==> src/hw/sswdt_regs.svh <==
// register indexes, port addresses and timing constants of the watchdog
`ifndef SSWDT_REGS_SVH
`define SSWDT_REGS_SVH
// ----------------------------------------
// port addresses and unlock and lock keys
// ----------------------------------------
`define SSWDT_IDX_PORT 16'h002E
`define SSWDT_DAT_PORT 16'h002F
`define SSWDT_KEY_UNLOCK 8'h87
`define SSWDT_KEY_LOCK 8'hAA
// ----------------------------------------
// register indexes and values
// ----------------------------------------
`define SSWDT_IDX_LDN 8'h07
`define SSWDT_IDX_ACT 8'h30
`define SSWDT_IDX_TBASE 8'hF5
`define SSWDT_IDX_COUNT 8'hF6
`define SSWDT_LDN_WDT 8'h08
`define SSWDT_ACT_BIT 0
`define SSWDT_TB_MIN_BIT 3
`define SSWDT_RST_BYTE 8'h00
`define SSWDT_RD_IDLE 8'hFF
// ----------------------------------------
// timing
// ----------------------------------------
`define SSWDT_CLK_HZ 50000000
`define SSWDT_UNIT_SEC 1
`define SSWDT_SEC_PER_MIN 6'h3C
`endif

==> src/hw/sswdt_pkg.sv <==
// types shared by the watchdog design
package sswdt_pkg;
	// one I/O cycle from the host side
	typedef struct packed {
		logic wr;
		logic rd;
		logic [15:0] addr;
		logic [7:0] data;
	} sswdt_io_t;
	// configuration lock states
	typedef enum logic [2:0] {
		SSWDT_LOCKED = 3'b001,
		SSWDT_HALF = 3'b010,
		SSWDT_CONFIG = 3'b100
	} sswdt_state_t;
endpackage

==> src/hw/sswdt_top.sv <==
// watchdog logical device behind the index/data configuration ports
//
// Contract
// RQ1 - two unlock writes to index port enter config
// RQ2 - index 07 then 08 selects watchdog device
// RQ3 - index 30 enables or disables, anytime
// RQ4 - index F5 picks seconds (00) or minutes (08)
// RQ5 - index F6 count, zero disables timeout
// RQ6 - seconds base expires after exactly count seconds
// RQ7 - minutes base expires after exactly count minutes
// RQ8 - expiry while active drives system reset
// RQ9 - rewriting count reloads and restarts timing
// RQ10 - decrement per unit, expire reaching zero
`timescale 1ns/10ps
`include "sswdt_regs.svh"
module sswdt_top #(
	parameter int CYC_PER_SEC = `SSWDT_UNIT_SEC * `SSWDT_CLK_HZ
)(
	input wire logic clk,
	input wire logic rstn,
	input wire sswdt_pkg::sswdt_io_t io,
	output logic [7:0] ioRdata,
	output logic sysReset
);
	import sswdt_pkg::*;

	// ----------------------------------------
	// state and registers
	// ----------------------------------------
	sswdt_state_t state_reg; // lock state
	logic [7:0] idx_reg; // selected index
	logic [7:0] ldn_reg; // logical device number
	logic [7:0] act_reg; // activation
	logic [7:0] tbase_reg; // time base
	logic [7:0] cnt_reg; // loaded timeout count
	logic [7:0] remain_reg; // units left
	logic [25:0] pre_reg; // clock prescaler to one second
	logic [5:0] secs_reg; // seconds inside a minute
	logic [7:0] rdata_reg; // read answer
	logic sysReset_reg; // expiry reset level

	// ----------------------------------------
	// decode
	// ----------------------------------------
	logic idxWr; // write to index port
	logic datWr; // write to data port in config
	logic inCfg; // configuration mode
	logic wdtSel; // watchdog device selected
	logic actWr; // activation write
	logic tbWr; // time base write
	logic cntWr; // count write
	logic reload; // restart timing
	logic run; // countdown running
	logic minMode; // minute base
	logic secTick; // one second elapsed
	logic unitTick; // one unit elapsed

	// true when the watchdog device is selected and the index matches the given one
	function automatic logic hitIdx(input logic [7:0] idx, input logic [7:0] want, input logic sel);
		hitIdx = sel && (idx == want);
	endfunction

	assign inCfg = (state_reg == SSWDT_CONFIG);
	assign idxWr = io.wr && (io.addr == `SSWDT_IDX_PORT);
	assign datWr = io.wr && (io.addr == `SSWDT_DAT_PORT) && inCfg;
	assign wdtSel = (ldn_reg == `SSWDT_LDN_WDT); // [RQ2]
	assign actWr = datWr && hitIdx(idx_reg, `SSWDT_IDX_ACT, wdtSel);
	assign tbWr = datWr && hitIdx(idx_reg, `SSWDT_IDX_TBASE, wdtSel);
	assign cntWr = datWr && hitIdx(idx_reg, `SSWDT_IDX_COUNT, wdtSel);
	assign reload = cntWr || actWr || tbWr; // [RQ9]
	assign minMode = tbase_reg[`SSWDT_TB_MIN_BIT]; // [RQ4]
	// zero count or inactive device never counts
	assign run = act_reg[`SSWDT_ACT_BIT] && (remain_reg != `SSWDT_RST_BYTE) && !sysReset_reg; // [RQ5]
	assign secTick = run && (pre_reg == 26'(CYC_PER_SEC - 1)); // [RQ6]
	assign unitTick = secTick && (!minMode || (secs_reg == `SSWDT_SEC_PER_MIN - 6'h01)); // [RQ7]

	// ----------------------------------------
	// unlock sequence
	// ----------------------------------------
	// any other index write between keys aborts the unlock
	always_ff @(posedge clk or negedge rstn)
	begin
		if (!rstn)
			state_reg <= SSWDT_LOCKED;
		else if (idxWr)
		begin
			unique case (state_reg)
				SSWDT_LOCKED:
					state_reg <= (io.data == `SSWDT_KEY_UNLOCK) ? SSWDT_HALF : SSWDT_LOCKED; // [RQ1]
				SSWDT_HALF:
					state_reg <= (io.data == `SSWDT_KEY_UNLOCK) ? SSWDT_CONFIG : SSWDT_LOCKED; // [RQ1]
				SSWDT_CONFIG:
					// leaving config keeps the watchdog running
					state_reg <= (io.data == `SSWDT_KEY_LOCK) ? SSWDT_LOCKED : SSWDT_CONFIG;
			endcase
		end
	end

	// ----------------------------------------
	// index and device select
	// ----------------------------------------
	// index latches only in config, so unlock keys never land as an index
	always_ff @(posedge clk or negedge rstn)
	begin
		if (!rstn)
			idx_reg <= `SSWDT_RST_BYTE;
		else if (idxWr && inCfg)
			idx_reg <= io.data;
	end

	// device number is global, reachable whatever device is selected
	always_ff @(posedge clk or negedge rstn)
	begin
		if (!rstn)
			ldn_reg <= `SSWDT_RST_BYTE;
		else if (datWr && (idx_reg == `SSWDT_IDX_LDN))
			ldn_reg <= io.data; // [RQ2]
	end

	// ----------------------------------------
	// watchdog registers
	// ----------------------------------------
	// activation byte, only bit 0 gates the countdown
	always_ff @(posedge clk or negedge rstn)
	begin
		if (!rstn)
			act_reg <= `SSWDT_RST_BYTE;
		else if (actWr)
			act_reg <= io.data; // [RQ3]
	end

	// time base byte, kept whole for read back
	always_ff @(posedge clk or negedge rstn)
	begin
		if (!rstn)
			tbase_reg <= `SSWDT_RST_BYTE;
		else if (tbWr)
			tbase_reg <= io.data; // [RQ4]
	end

	// stored count, reused when activation or time base restarts timing
	always_ff @(posedge clk or negedge rstn)
	begin
		if (!rstn)
			cnt_reg <= `SSWDT_RST_BYTE;
		else if (cntWr)
			cnt_reg <= io.data; // [RQ5]
	end

	// ----------------------------------------
	// time base
	// ----------------------------------------
	// prescaler restarts on reload so the first unit is a full one
	always_ff @(posedge clk or negedge rstn)
	begin
		if (!rstn)
			pre_reg <= 26'h0000000;
		else if (reload || !run || secTick)
			pre_reg <= 26'h0000000;
		else
			pre_reg <= pre_reg + 26'h0000001;
	end

	// seconds inside the current minute unit
	always_ff @(posedge clk or negedge rstn)
	begin
		if (!rstn)
			secs_reg <= 6'h00;
		else if (reload || !run || unitTick)
			secs_reg <= 6'h00;
		else if (secTick)
			secs_reg <= secs_reg + 6'h01; // [RQ7]
	end

	// ----------------------------------------
	// countdown
	// ----------------------------------------
	// a new count takes the written value, other reloads the stored one
	always_ff @(posedge clk or negedge rstn)
	begin
		if (!rstn)
			remain_reg <= `SSWDT_RST_BYTE;
		else if (cntWr)
			remain_reg <= io.data; // [RQ9]
		else if (actWr || tbWr)
			remain_reg <= cnt_reg;
		else if (unitTick)
			remain_reg <= remain_reg - 8'h01; // [RQ10]
	end

	// reset level holds until software reloads or disables
	always_ff @(posedge clk or negedge rstn)
	begin
		if (!rstn)
			sysReset_reg <= 1'b0;
		else if (reload)
			sysReset_reg <= 1'b0; // [RQ3]
		else if (unitTick && (remain_reg == 8'h01))
			sysReset_reg <= 1'b1; // [RQ8]
	end

	// ----------------------------------------
	// read back
	// ----------------------------------------
	// data port reads show the live countdown at the count index
	always_ff @(posedge clk or negedge rstn)
	begin
		if (!rstn)
			rdata_reg <= `SSWDT_RD_IDLE;
		else if (io.rd)
		begin
			if (!inCfg)
				rdata_reg <= `SSWDT_RD_IDLE;
			else if (io.addr == `SSWDT_IDX_PORT)
				rdata_reg <= idx_reg;
			else if (io.addr != `SSWDT_DAT_PORT)
				rdata_reg <= `SSWDT_RD_IDLE;
			else if (idx_reg == `SSWDT_IDX_LDN)
				rdata_reg <= ldn_reg;
			else if (hitIdx(idx_reg, `SSWDT_IDX_ACT, wdtSel))
				rdata_reg <= act_reg;
			else if (hitIdx(idx_reg, `SSWDT_IDX_TBASE, wdtSel))
				rdata_reg <= tbase_reg;
			else if (hitIdx(idx_reg, `SSWDT_IDX_COUNT, wdtSel))
				rdata_reg <= remain_reg;
			else
				rdata_reg <= `SSWDT_RD_IDLE;
		end
	end

	// outputs leave straight from their flip-flops
	assign ioRdata = rdata_reg;
	assign sysReset = sysReset_reg;

	// ----------------------------------------
	// assertion helpers
	// ----------------------------------------
	// one minute unit in cycles; 32 bits since the product outgrows an int at full rate
	localparam logic [31:0] CYC_PER_MIN = 32'(`SSWDT_SEC_PER_MIN) * 32'(CYC_PER_SEC);
	logic [31:0] unitCyc_reg; // cycles since the current unit began

	// counted apart from the prescaler, so a broken prescaler cannot hide
	always_ff @(posedge clk or negedge rstn)
	begin
		if (!rstn)
			unitCyc_reg <= 32'h00000000;
		else if (reload || !run || unitTick)
			unitCyc_reg <= 32'h00000000; // a new unit starts
		else
			unitCyc_reg <= unitCyc_reg + 32'h00000001;
	end

	// ----------------------------------------
	// assertions
	// ----------------------------------------
	AST_UNLOCK: assert property (@(posedge clk) disable iff (!rstn) // [RQ1]
		$rose(inCfg) |-> $past(state_reg == SSWDT_HALF && idxWr && io.data == `SSWDT_KEY_UNLOCK))
		else $error("config entered without double unlock");
	AST_LDN: assert property (@(posedge clk) disable iff (!rstn) // [RQ2]
		$changed(cnt_reg) |-> $past(wdtSel && inCfg))
		else $error("count changed without watchdog device");
	AST_DISABLE: assert property (@(posedge clk) disable iff (!rstn) // [RQ3]
		(actWr && io.data == `SSWDT_RST_BYTE) |=> !run && !sysReset ##1 !sysReset)
		else $error("disable not taken");
	AST_ZERO: assert property (@(posedge clk) disable iff (!rstn) // [RQ5]
		(cntWr && io.data == `SSWDT_RST_BYTE) ##1 !reload [*3] |-> !sysReset)
		else $error("zero count gave reset");
	AST_SEC: assert property (@(posedge clk) disable iff (!rstn) // [RQ6]
		(unitTick && !minMode) |-> $past(run && pre_reg == 26'(CYC_PER_SEC - 2)))
		else $error("second unit not one second");
	AST_MIN: assert property (@(posedge clk) disable iff (!rstn) // [RQ7]
		(unitTick && minMode) |-> unitCyc_reg == CYC_PER_MIN - 32'h00000001)
		else $error("minute unit not sixty seconds");
	AST_RST: assert property (@(posedge clk) disable iff (!rstn) // [RQ8]
		$rose(sysReset) |-> $past(remain_reg == 8'h01 && unitTick && act_reg[`SSWDT_ACT_BIT]))
		else $error("reset without expiry");
	AST_RELOAD: assert property (@(posedge clk) disable iff (!rstn) // [RQ9]
		cntWr |=> remain_reg == $past(io.data) && pre_reg == 26'h0000000)
		else $error("count write did not reload");
	AST_DEC: assert property (@(posedge clk) disable iff (!rstn) // [RQ10]
		(unitTick && !reload) |=> remain_reg == $past(remain_reg) - 8'h01)
		else $error("countdown step wrong");
	AST_UNIT_SEC: assert property (@(posedge clk) disable iff (!rstn) // [RQ6]
		(unitTick && !minMode) |-> unitCyc_reg == 32'(CYC_PER_SEC) - 32'h00000001)
		else $error("second unit length wrong");
	AST_STEP: assert property (@(posedge clk) disable iff (!rstn) // [RQ10]
		$changed(remain_reg) |-> $past(reload || unitTick))
		else $error("countdown moved without unit or reload");
	AST_HOLD: assert property (@(posedge clk) disable iff (!rstn) // [RQ8]
		$fell(sysReset) |-> $past(reload))
		else $error("reset request dropped without software");
	AST_IDLE_READ: assert property (@(posedge clk) disable iff (!rstn) // [RQ1]
		(io.rd && !inCfg) |=> ioRdata == `SSWDT_RD_IDLE)
		else $error("locked read did not answer idle");
	AST_GATE: assert property (@(posedge clk) disable iff (!rstn) // [RQ2]
		(datWr && !wdtSel && idx_reg != `SSWDT_IDX_LDN) |=> $stable(act_reg) && $stable(tbase_reg) && $stable(cnt_reg))
		else $error("watchdog register written with another device selected");

	// main scenarios: unlock, expiry, kick, minutes, aborted unlock
	COV_UNLOCK: cover property (@(posedge clk) disable iff (!rstn) $rose(inCfg));
	COV_EXPIRE: cover property (@(posedge clk) disable iff (!rstn) $rose(sysReset));
	COV_KICK: cover property (@(posedge clk) disable iff (!rstn) cntWr && run);
	COV_MIN: cover property (@(posedge clk) disable iff (!rstn) unitTick && minMode);
	COV_ABORT: cover property (@(posedge clk) disable iff (!rstn) state_reg == SSWDT_HALF && idxWr && io.data != `SSWDT_KEY_UNLOCK);
endmodule

==> config.mk <==
export PLATFORM = sky130hd
export DESIGN_NAME = sswdt_top
export DESIGN_NICKNAME = d
export VERILOG_FILES = /design/src/hw/sswdt_pkg.sv /design/src/hw/sswdt_top.sv
export VERILOG_INCLUDE_DIRS = /design/src /design/src/hw
export SDC_FILE = /design/constraint.sdc
export NUM_CORES = 1
export LEC_CHECK = 0
export ABC_CLOCK_PERIOD_IN_PS = 6910
export BUFFER_PORTS_ARGS = -buffer_cell sky130_fd_sc_hd__buf_2
export CAP_MARGIN = 0
export CORE_MARGIN = 2
export CORE_UTILIZATION = 50
export DETAILED_ROUTE_END_ITERATION = 7
export GPL_ROUTABILITY_DRIVEN = 0
export PLACE_DENSITY = 0.71
export SYNTH_ARGS = -nofsm -noshare
export SYNTH_HDL_FRONTEND = slang
export SYNTH_SLANG_ARGS = --single-unit
==> constraint.sdc <==
create_clock -name clk -period 6.91 [get_ports clk]
set_clock_uncertainty 0.2 [all_clocks]
set_input_delay 1.382 -clock clk [delete_from_list [all_inputs] [get_ports clk]]
set_output_delay 1.382 -clock clk [all_outputs]
set_load 0.01 [all_outputs]
==> reports/qor.txt, run 1 <==
outcome: completed
full die area: 0.0106 mm²
number of flops mapped to enable cells by yosys: 0
post-CTS sizing: 0
drt total wl: 11900 µm
Power Internal: 695 µW
Critical Path Fanout Max: 30
mapped cell area: 0.00490 mm²
drt first pass iters: 5
clock group share of total power: 38.3%
Place WS: 2.39 ns
Worst-Skew Late Latency: 0.37 ns
Placement Rows: 36
sequential power share: 57.8%
CTS Root Cell: clkbuf_8
clock slew seen by the registers of the worst setup and hold paths: 0.10 ns
WP data arrival: 4.20 ns
Synth Area in Compound Gates: 15.1%
total core area: 0.00964 mm²
remaining antenna violation count: 0
Max Slew Vio Count: 0
Ports: 37
first-iteration detailed-routing DRC count: 256
Unique masters post-synth: 57
Hold Buf Count CTS: 0
Max Cap Viol: 0
Syn Area/Cell: 9.95 µm²
Vias/cell: 6.10
initial antenna violation count: 0
Primary FF master, synth: dfrtp_1
port bufs: 36
Clock Tree Buf Depth: 2
GR Layer Usage met3: 4.75%
GR Util met2: 34.1%
WHS: 0.299 ns
WP data required: 6.96 ns
first-pass GRT wire length: 19400 µm
sw frac: 25.3%
Die H: 103 µm
die span in x: 103 µm
unrepaired setup endpoints after global routing: no
DRC: 0
H-tree levels: 3
final hold violations: 0
Slew headroom: 26.4%
# clock sinks: 92
number of synthesized register bits: 92
Worst setup SP type: primary input
area delta synth->final: 9.50%
Post-Synth Simple-Gate Area: 21.7%
layout cells sized above 1: 20.9%
most frequent cells in the layout: 83 x dfrtp_1, 49 x nor2_1, 36 x nand2_1, 35 x buf_2, 32 x mux2_2
CTS tree: done
largest family of logic cells by synthesized area: simple AND/OR/NAND/NOR gates
fraction of registers with async set or reset after synthesis: 100%
Setup TNS: 0 ns
final period utilization: 60.0%
sequential-to-total area share from yosys stat: 47.2%
Syn Inst Count: 492
postcts setup bufs: 0
CP Capture Type: register
Vias: 4027
CTS Buf Count: 9
post-synthesis mux area share: 7.56%
# diodes: 0
Synth Area in Adders: 1.02%
vias in the first global route: 3779
Worst-Margin Slew: 1.10 ns
combinational share of power: 3.9%
Hold Crit Class: register to register
Leak: 0.00220 µW
most common cell after layout, fill and taps aside: dfrtp_1
Pwr per Cell Area: 174 mW/mm²
global route overflow: 0
final instance area: 0.00536 mm²
P_sw: 235 µW
setup ws final: 2.77 ns
dpl hpwl: 8410 µm
post-route minimum period: 4.14 ns
largest net degree at the start of global routing: 49
Synth Area in XOR/XNOR: 4.65%
met1 GRT Util: 36.1%
Syn Nets: 524
Total Nets Final: 554
Avg WL per Cell: 18.0 µm
Syn. warnings: 0
GRT Total Usage: 23.8%
# setup viols final: 0
GR peak layer: met1
type of the worst setup path: primary input to register
Placed Area: 0.00517 mm²
number of flip-flops in the largest register: 26
fmax: 241 MHz
initial core utilization: 50.8%
Max IR drop VDD: 0.233 mV
==> power groups by stage <==
stage	logic, µW	clock network, µW	registers [µW]
after CTS	36.1	365	538
after floorplan	7.45	0	549
after detailed placement	36.0	0	549
after global placement	35.3	0	549
after global routing	40.2	388	538
final	36.0	357	538
==> stage by stage <==
stage | utilization, % | instances | power, µW
3_5_place_dp | 53.7 | 644 | 585
2_1_floorplan | - | 492 | 556
5_1_grt | 55.6 | 660 | 967
4_1_cts | 55.6 | 660 | 939
6_report | 55.6 | 660 | 931
3_3_place_gp | 53.7 | 644 | 584
==> critical path, cell delays in order <==
cell and delay [ns]:
buf_2 0.10, or4b_2 0.65, nor4_1 0.54, o211ai_1 0.33
nand3_1 0.83, a41o_1 0.29, a21oi_1 0.06
==> layout make-up <==
type | instances | area [µm²]
clock buffers | 10 | 138
clock inverters | 6 | 51.3
fillers | 832 | 4280
inverters | 15 | 56.3
multi-input cells | 367 | 2450
flip-flops and latches | 92 | 2310
well taps | 133 | 166
repair buffers | 37 | 190
==> synth_stat cells (all sizes together) (4+ instances only) <==
cell type | n | area, µm²
dfrtp | 83 | 2080
nor2 | 49 | 184
nand2 | 36 | 135
mux2 | 32 | 360
o21ai | 30 | 150
a21oi | 22 | 121
nand3 | 22 | 110
xor2 | 20 | 175
inv | 15 | 56.3
nand4 | 14 | 87.6
clkbuf | 12 | 45.0
o22ai | 12 | 75.1
nor3 | 10 | 65.1
nor4 | 10 | 68.8
o22a | 10 | 87.6
dfstp | 9 | 236
and3 | 8 | 50.1
o221ai | 8 | 70.1
or4 | 7 | 56.3
buf | 6 | 35.0
xnor2 | 6 | 52.6
nand4b | 5 | 43.8
a22o | 4 | 35.0
a32oi | 4 | 35.0
ha | 4 | 50.1
o21a | 4 | 30.0
or3 | 4 | 25.0
or4bb | 4 | 45.0
==> worst paths after layout <==
kind                                  from  slack (ns)  cells after the start             to
worst max-delay path                io[12]        2.77                      7    secs_reg[5]
worst min-delay path            cnt_reg[0]        0.30                      2     cnt_reg[0]
worst max register to register  ldn_reg[0]        3.64                      5  remain_reg[1]
worst min register to register  cnt_reg[0]        0.30                      2     cnt_reg[0]
max in group asynchronous             rstn        4.69                      2  remain_reg[6]
min in group asynchronous             rstn        0.81                      1    pre_reg[21]
==> logic make-up after synthesis <==
family | Yosys count
multiplexers | 33
flip-flops | 92
XOR/XNOR | 26
AND/OR/NAND/NOR | 193
AO/OA/AOI/OAI | 111
adder cells (fa/ha/maj) | 4
buffers and inverters | 33
==> routing by layer <==
metal  vias to the layer above  share of wire (%)
li1                       1895                  -
met1                      2012                 47
met2                       105                 46
met3                        15                5.2
met4                         0                1.9
met5                         -                  0
Power figures use the tool's default switching activity.
==> run 2: changes to the inputs <==
--- a/config.mk
+++ b/config.mk
@@ -6,14 +6,14 @@
 export SDC_FILE = /design/constraint.sdc
 export NUM_CORES = 1
 export LEC_CHECK = 0
-export ABC_CLOCK_PERIOD_IN_PS = 6910
+export ABC_CLOCK_PERIOD_IN_PS = 3700
 export BUFFER_PORTS_ARGS = -buffer_cell sky130_fd_sc_hd__buf_2
 export CAP_MARGIN = 0
 export CORE_MARGIN = 2
 export CORE_UTILIZATION = 50
 export DETAILED_ROUTE_END_ITERATION = 7
 export GPL_ROUTABILITY_DRIVEN = 0
-export PLACE_DENSITY = 0.71
+export PLACE_DENSITY = 0.74
 export SYNTH_ARGS = -nofsm -noshare
 export SYNTH_HDL_FRONTEND = slang
 export SYNTH_SLANG_ARGS = --single-unit
==> constraint.sdc (replaced) <==
create_clock -name clk -period 3.7 [get_ports clk]
set_clock_uncertainty 0.2 [all_clocks]
set_input_delay 0.74 -clock clk [delete_from_list [all_inputs] [get_ports clk]]
set_output_delay 0.74 -clock clk [all_outputs]
set_load 0.01 [all_outputs]
==> run 2 against run 1 <==
Cell count up 0.91%. Utilization is 0.52 points higher. Critical path type is now register to register. Sequential power up 88%. Critical endpoint is now ioRdata[2]. Power up 89%. Sequential share of layout area down 0.40 points. Non-clock buffer count is 6 higher. Die area is the same. Highest routed layer unchanged.
==> reports/qor.txt, run 2 (synthesized netlist as in run 1, its figures left out) <==
outcome: completed
multi-input logic area: 0.00245 mm² (unchanged)
met1 GRT Util: 35.8% (-0.28 points)
Worst-Margin Slew: 0.911 ns (-0.190 ns)
# diodes: 0 (unchanged)
number of flip-flops in the largest register: 26 (unchanged)
clock slew seen by the registers of the worst setup and hold paths: 0.09 ns (about the same)
setup slack, reg-to-reg: 0.60 ns (-3.04 ns)
port bufs: 36 (unchanged)
fmax: 322 MHz
final hold violations: 0 (unchanged)
worst reg-to-reg path cell count: 6 (+1)
GR Util met2: 35.2% (+1.1 points)
GRT Total Usage: 23.9% (+0.093 points)
Leak: 0.00222 µW (+1.2%)
GR peak layer: met1
Placement Rows: 36 (unchanged)
Max Cap Viol: 0 (unchanged)
CTS Buf Count: 9 (unchanged)
die span in x: 103 µm (unchanged)
GR Layer Usage met3: 4.68% (-0.068 points)
first-pass GRT wire length: 19400 µm (unchanged)
layout cells sized above 1: 21.4% (+0.52 points)
DRC: 0 (unchanged)
vias in the first global route: 3810 (+0.82%)
Vias: 4199 (+4.3%)
# clock sinks: 92 (unchanged)
cell family with most CP delay: simple AND/OR/NAND/NOR gates
Worst Path Buf+Inv: 0 (-1)
Reg-to-Reg Start: ldn_reg[0]
Crit path depth: 6 (-1)
CTS Root Cell: clkbuf_8
post-route minimum period: 3.10 ns
Avg WL per Cell: 18.2 µm (+1.1%)
Vias/cell: 6.30 (+3.3%)
postcts setup bufs: 0 (unchanged)
crit-path cells: or4b_1, or3_1, or4_4, o221ai_1, a21oi_1, o22a_1
H-tree levels: 3 (unchanged)
remaining antenna violation count: 0 (unchanged)
global route overflow: 0 (unchanged)
final period utilization: 83.9%
unrepaired setup endpoints after global routing: no
Clock Tree Buf Depth: 2 (unchanged)
Max IR drop VDD: 0.241 mV (+3.5%)
Critical Path Fanout Max: 10 (-67%)
most common cell after layout, fill and taps aside: dfrtp_1
drt first pass iters: 5 (unchanged)
CTS tree: done
initial antenna violation count: 0 (unchanged)
dpl hpwl: 8760 µm (+4.1%)
drt total wl: 12100 µm (+2.1%)
WP data arrival: 3.21 ns (-0.99 ns)
Core Util, Final: 56.2% (+0.52 points)
Ports: 37 (unchanged)
Reg-to-Reg End: ioRdata[2]
first-iteration detailed-routing DRC count: 374 (+46%)
Worst setup SP type: register
WP data required: 3.81 ns (-3.15 ns)
Die H: 103 µm (unchanged)
Pwr per Cell Area: 324 mW/mm² (+87%)
Worst-Skew Late Latency: 0.37 ns (about the same)
post-CTS sizing: 0 (unchanged)
initial core utilization: 50.8% (unchanged)
largest net degree at the start of global routing: 41 (-16%)
Fillers: 878 (+5.5%)
full die area: 0.0106 mm² (unchanged)
CP Capture Type: register
Critical-path top delay cell: or4b_1
Setup TNS: 0 ns (unchanged)
area delta synth->final: 10.5%
# setup viols final: 0 (unchanged)
most frequent cells in the layout: 83 x dfrtp_1, 49 x nor2_1, 36 x nand2_1, 35 x buf_2, 32 x mux2_2
total core area: 0.00964 mm² (unchanged)
storage element area: 0.00231 mm² (unchanged)
Hold Buf Count CTS: 0 (unchanged)
Slew headroom: 38.7% (+12 points)
Max Slew Vio Count: 0 (unchanged)
Total Nets Final: 560 (+1.1%)
type of the worst setup path: register to register
Hold Crit Class: primary input to asynchronous set/reset pin
Max stage delay on crit path: 0.69 ns (-0.14 ns)
run 2: cell types whose count changed in the layout (fill, tap and decap cells not counted), sizes merged:
cell,previous run,this run
bufinv,0,1
buf,37,43
clkinvlp,1,2
clkbuf,10,11
clkinv,0,1
inv,20,16
run 2: final cells by class:
| cell class | count | share of cell area, % |
|---|---|---|
| Clock buffer | 11 | 2.43 |
| Clock inverter | 5 | 1.16 |
| Inverter | 15 | 1.04 |
| Multi-Input combinational cell | 367 | 45.2 |
| Sequential cell | 92 | 42.7 |
| Tap cell | 133 | 3.07 |
| Timing Repair Buffer | 43 | 4.35 |
run 2: how the worst max path moves through the flow:
stage | start | slack [ns] | end
after floorplan | io[12] | 0.56 | cnt_reg[1]
after global placement | io[12] | 0.30 | cnt_reg[6]
after detailed placement | io[12] | 0.22 | cnt_reg[4]
after CTS | io[12] | 0.62 | cnt_reg[4]
after global routing | io[12] | 0.46 | cnt_reg[3]
final | ldn_reg[0] | 0.60 | ioRdata[2]
run 2: per-layer routing:
metal | share of wire [%] | wire length [µm]
met1 | 45 | 5470
met3 | 7.8 | 941
met2 | 46 | 5540
met5 | 0 | 0
met4 | 1.5 | 187
run 2: stage by stage:
step | power, µW | worst slack, ns | std cells | area, µm² | hold slack [ns]
3_5_place_dp | 1090 | 0.220 | 650 | 5220 | 0.285
3_3_place_gp | 1090 | 0.301 | 650 | 5220 | 0.286
6_report | 1760 | 0.596 | 666 | 5410 | 0.137
5_1_grt | 1820 | 0.463 | 666 | 5410 | 0.149
2_1_floorplan | 1040 | 0.558 | 492 | 4900 | 0.239
4_1_cts | 1760 | 0.619 | 666 | 5410 | 0.147
run 2: report_power, final:
group | total [µW] | switching [µW] | internal, µW
Sequential | 1010 | 0.0992 | 1010
Combinational | 68.8 | 49.6 | 19.2
Clock | 682 | 365 | 317
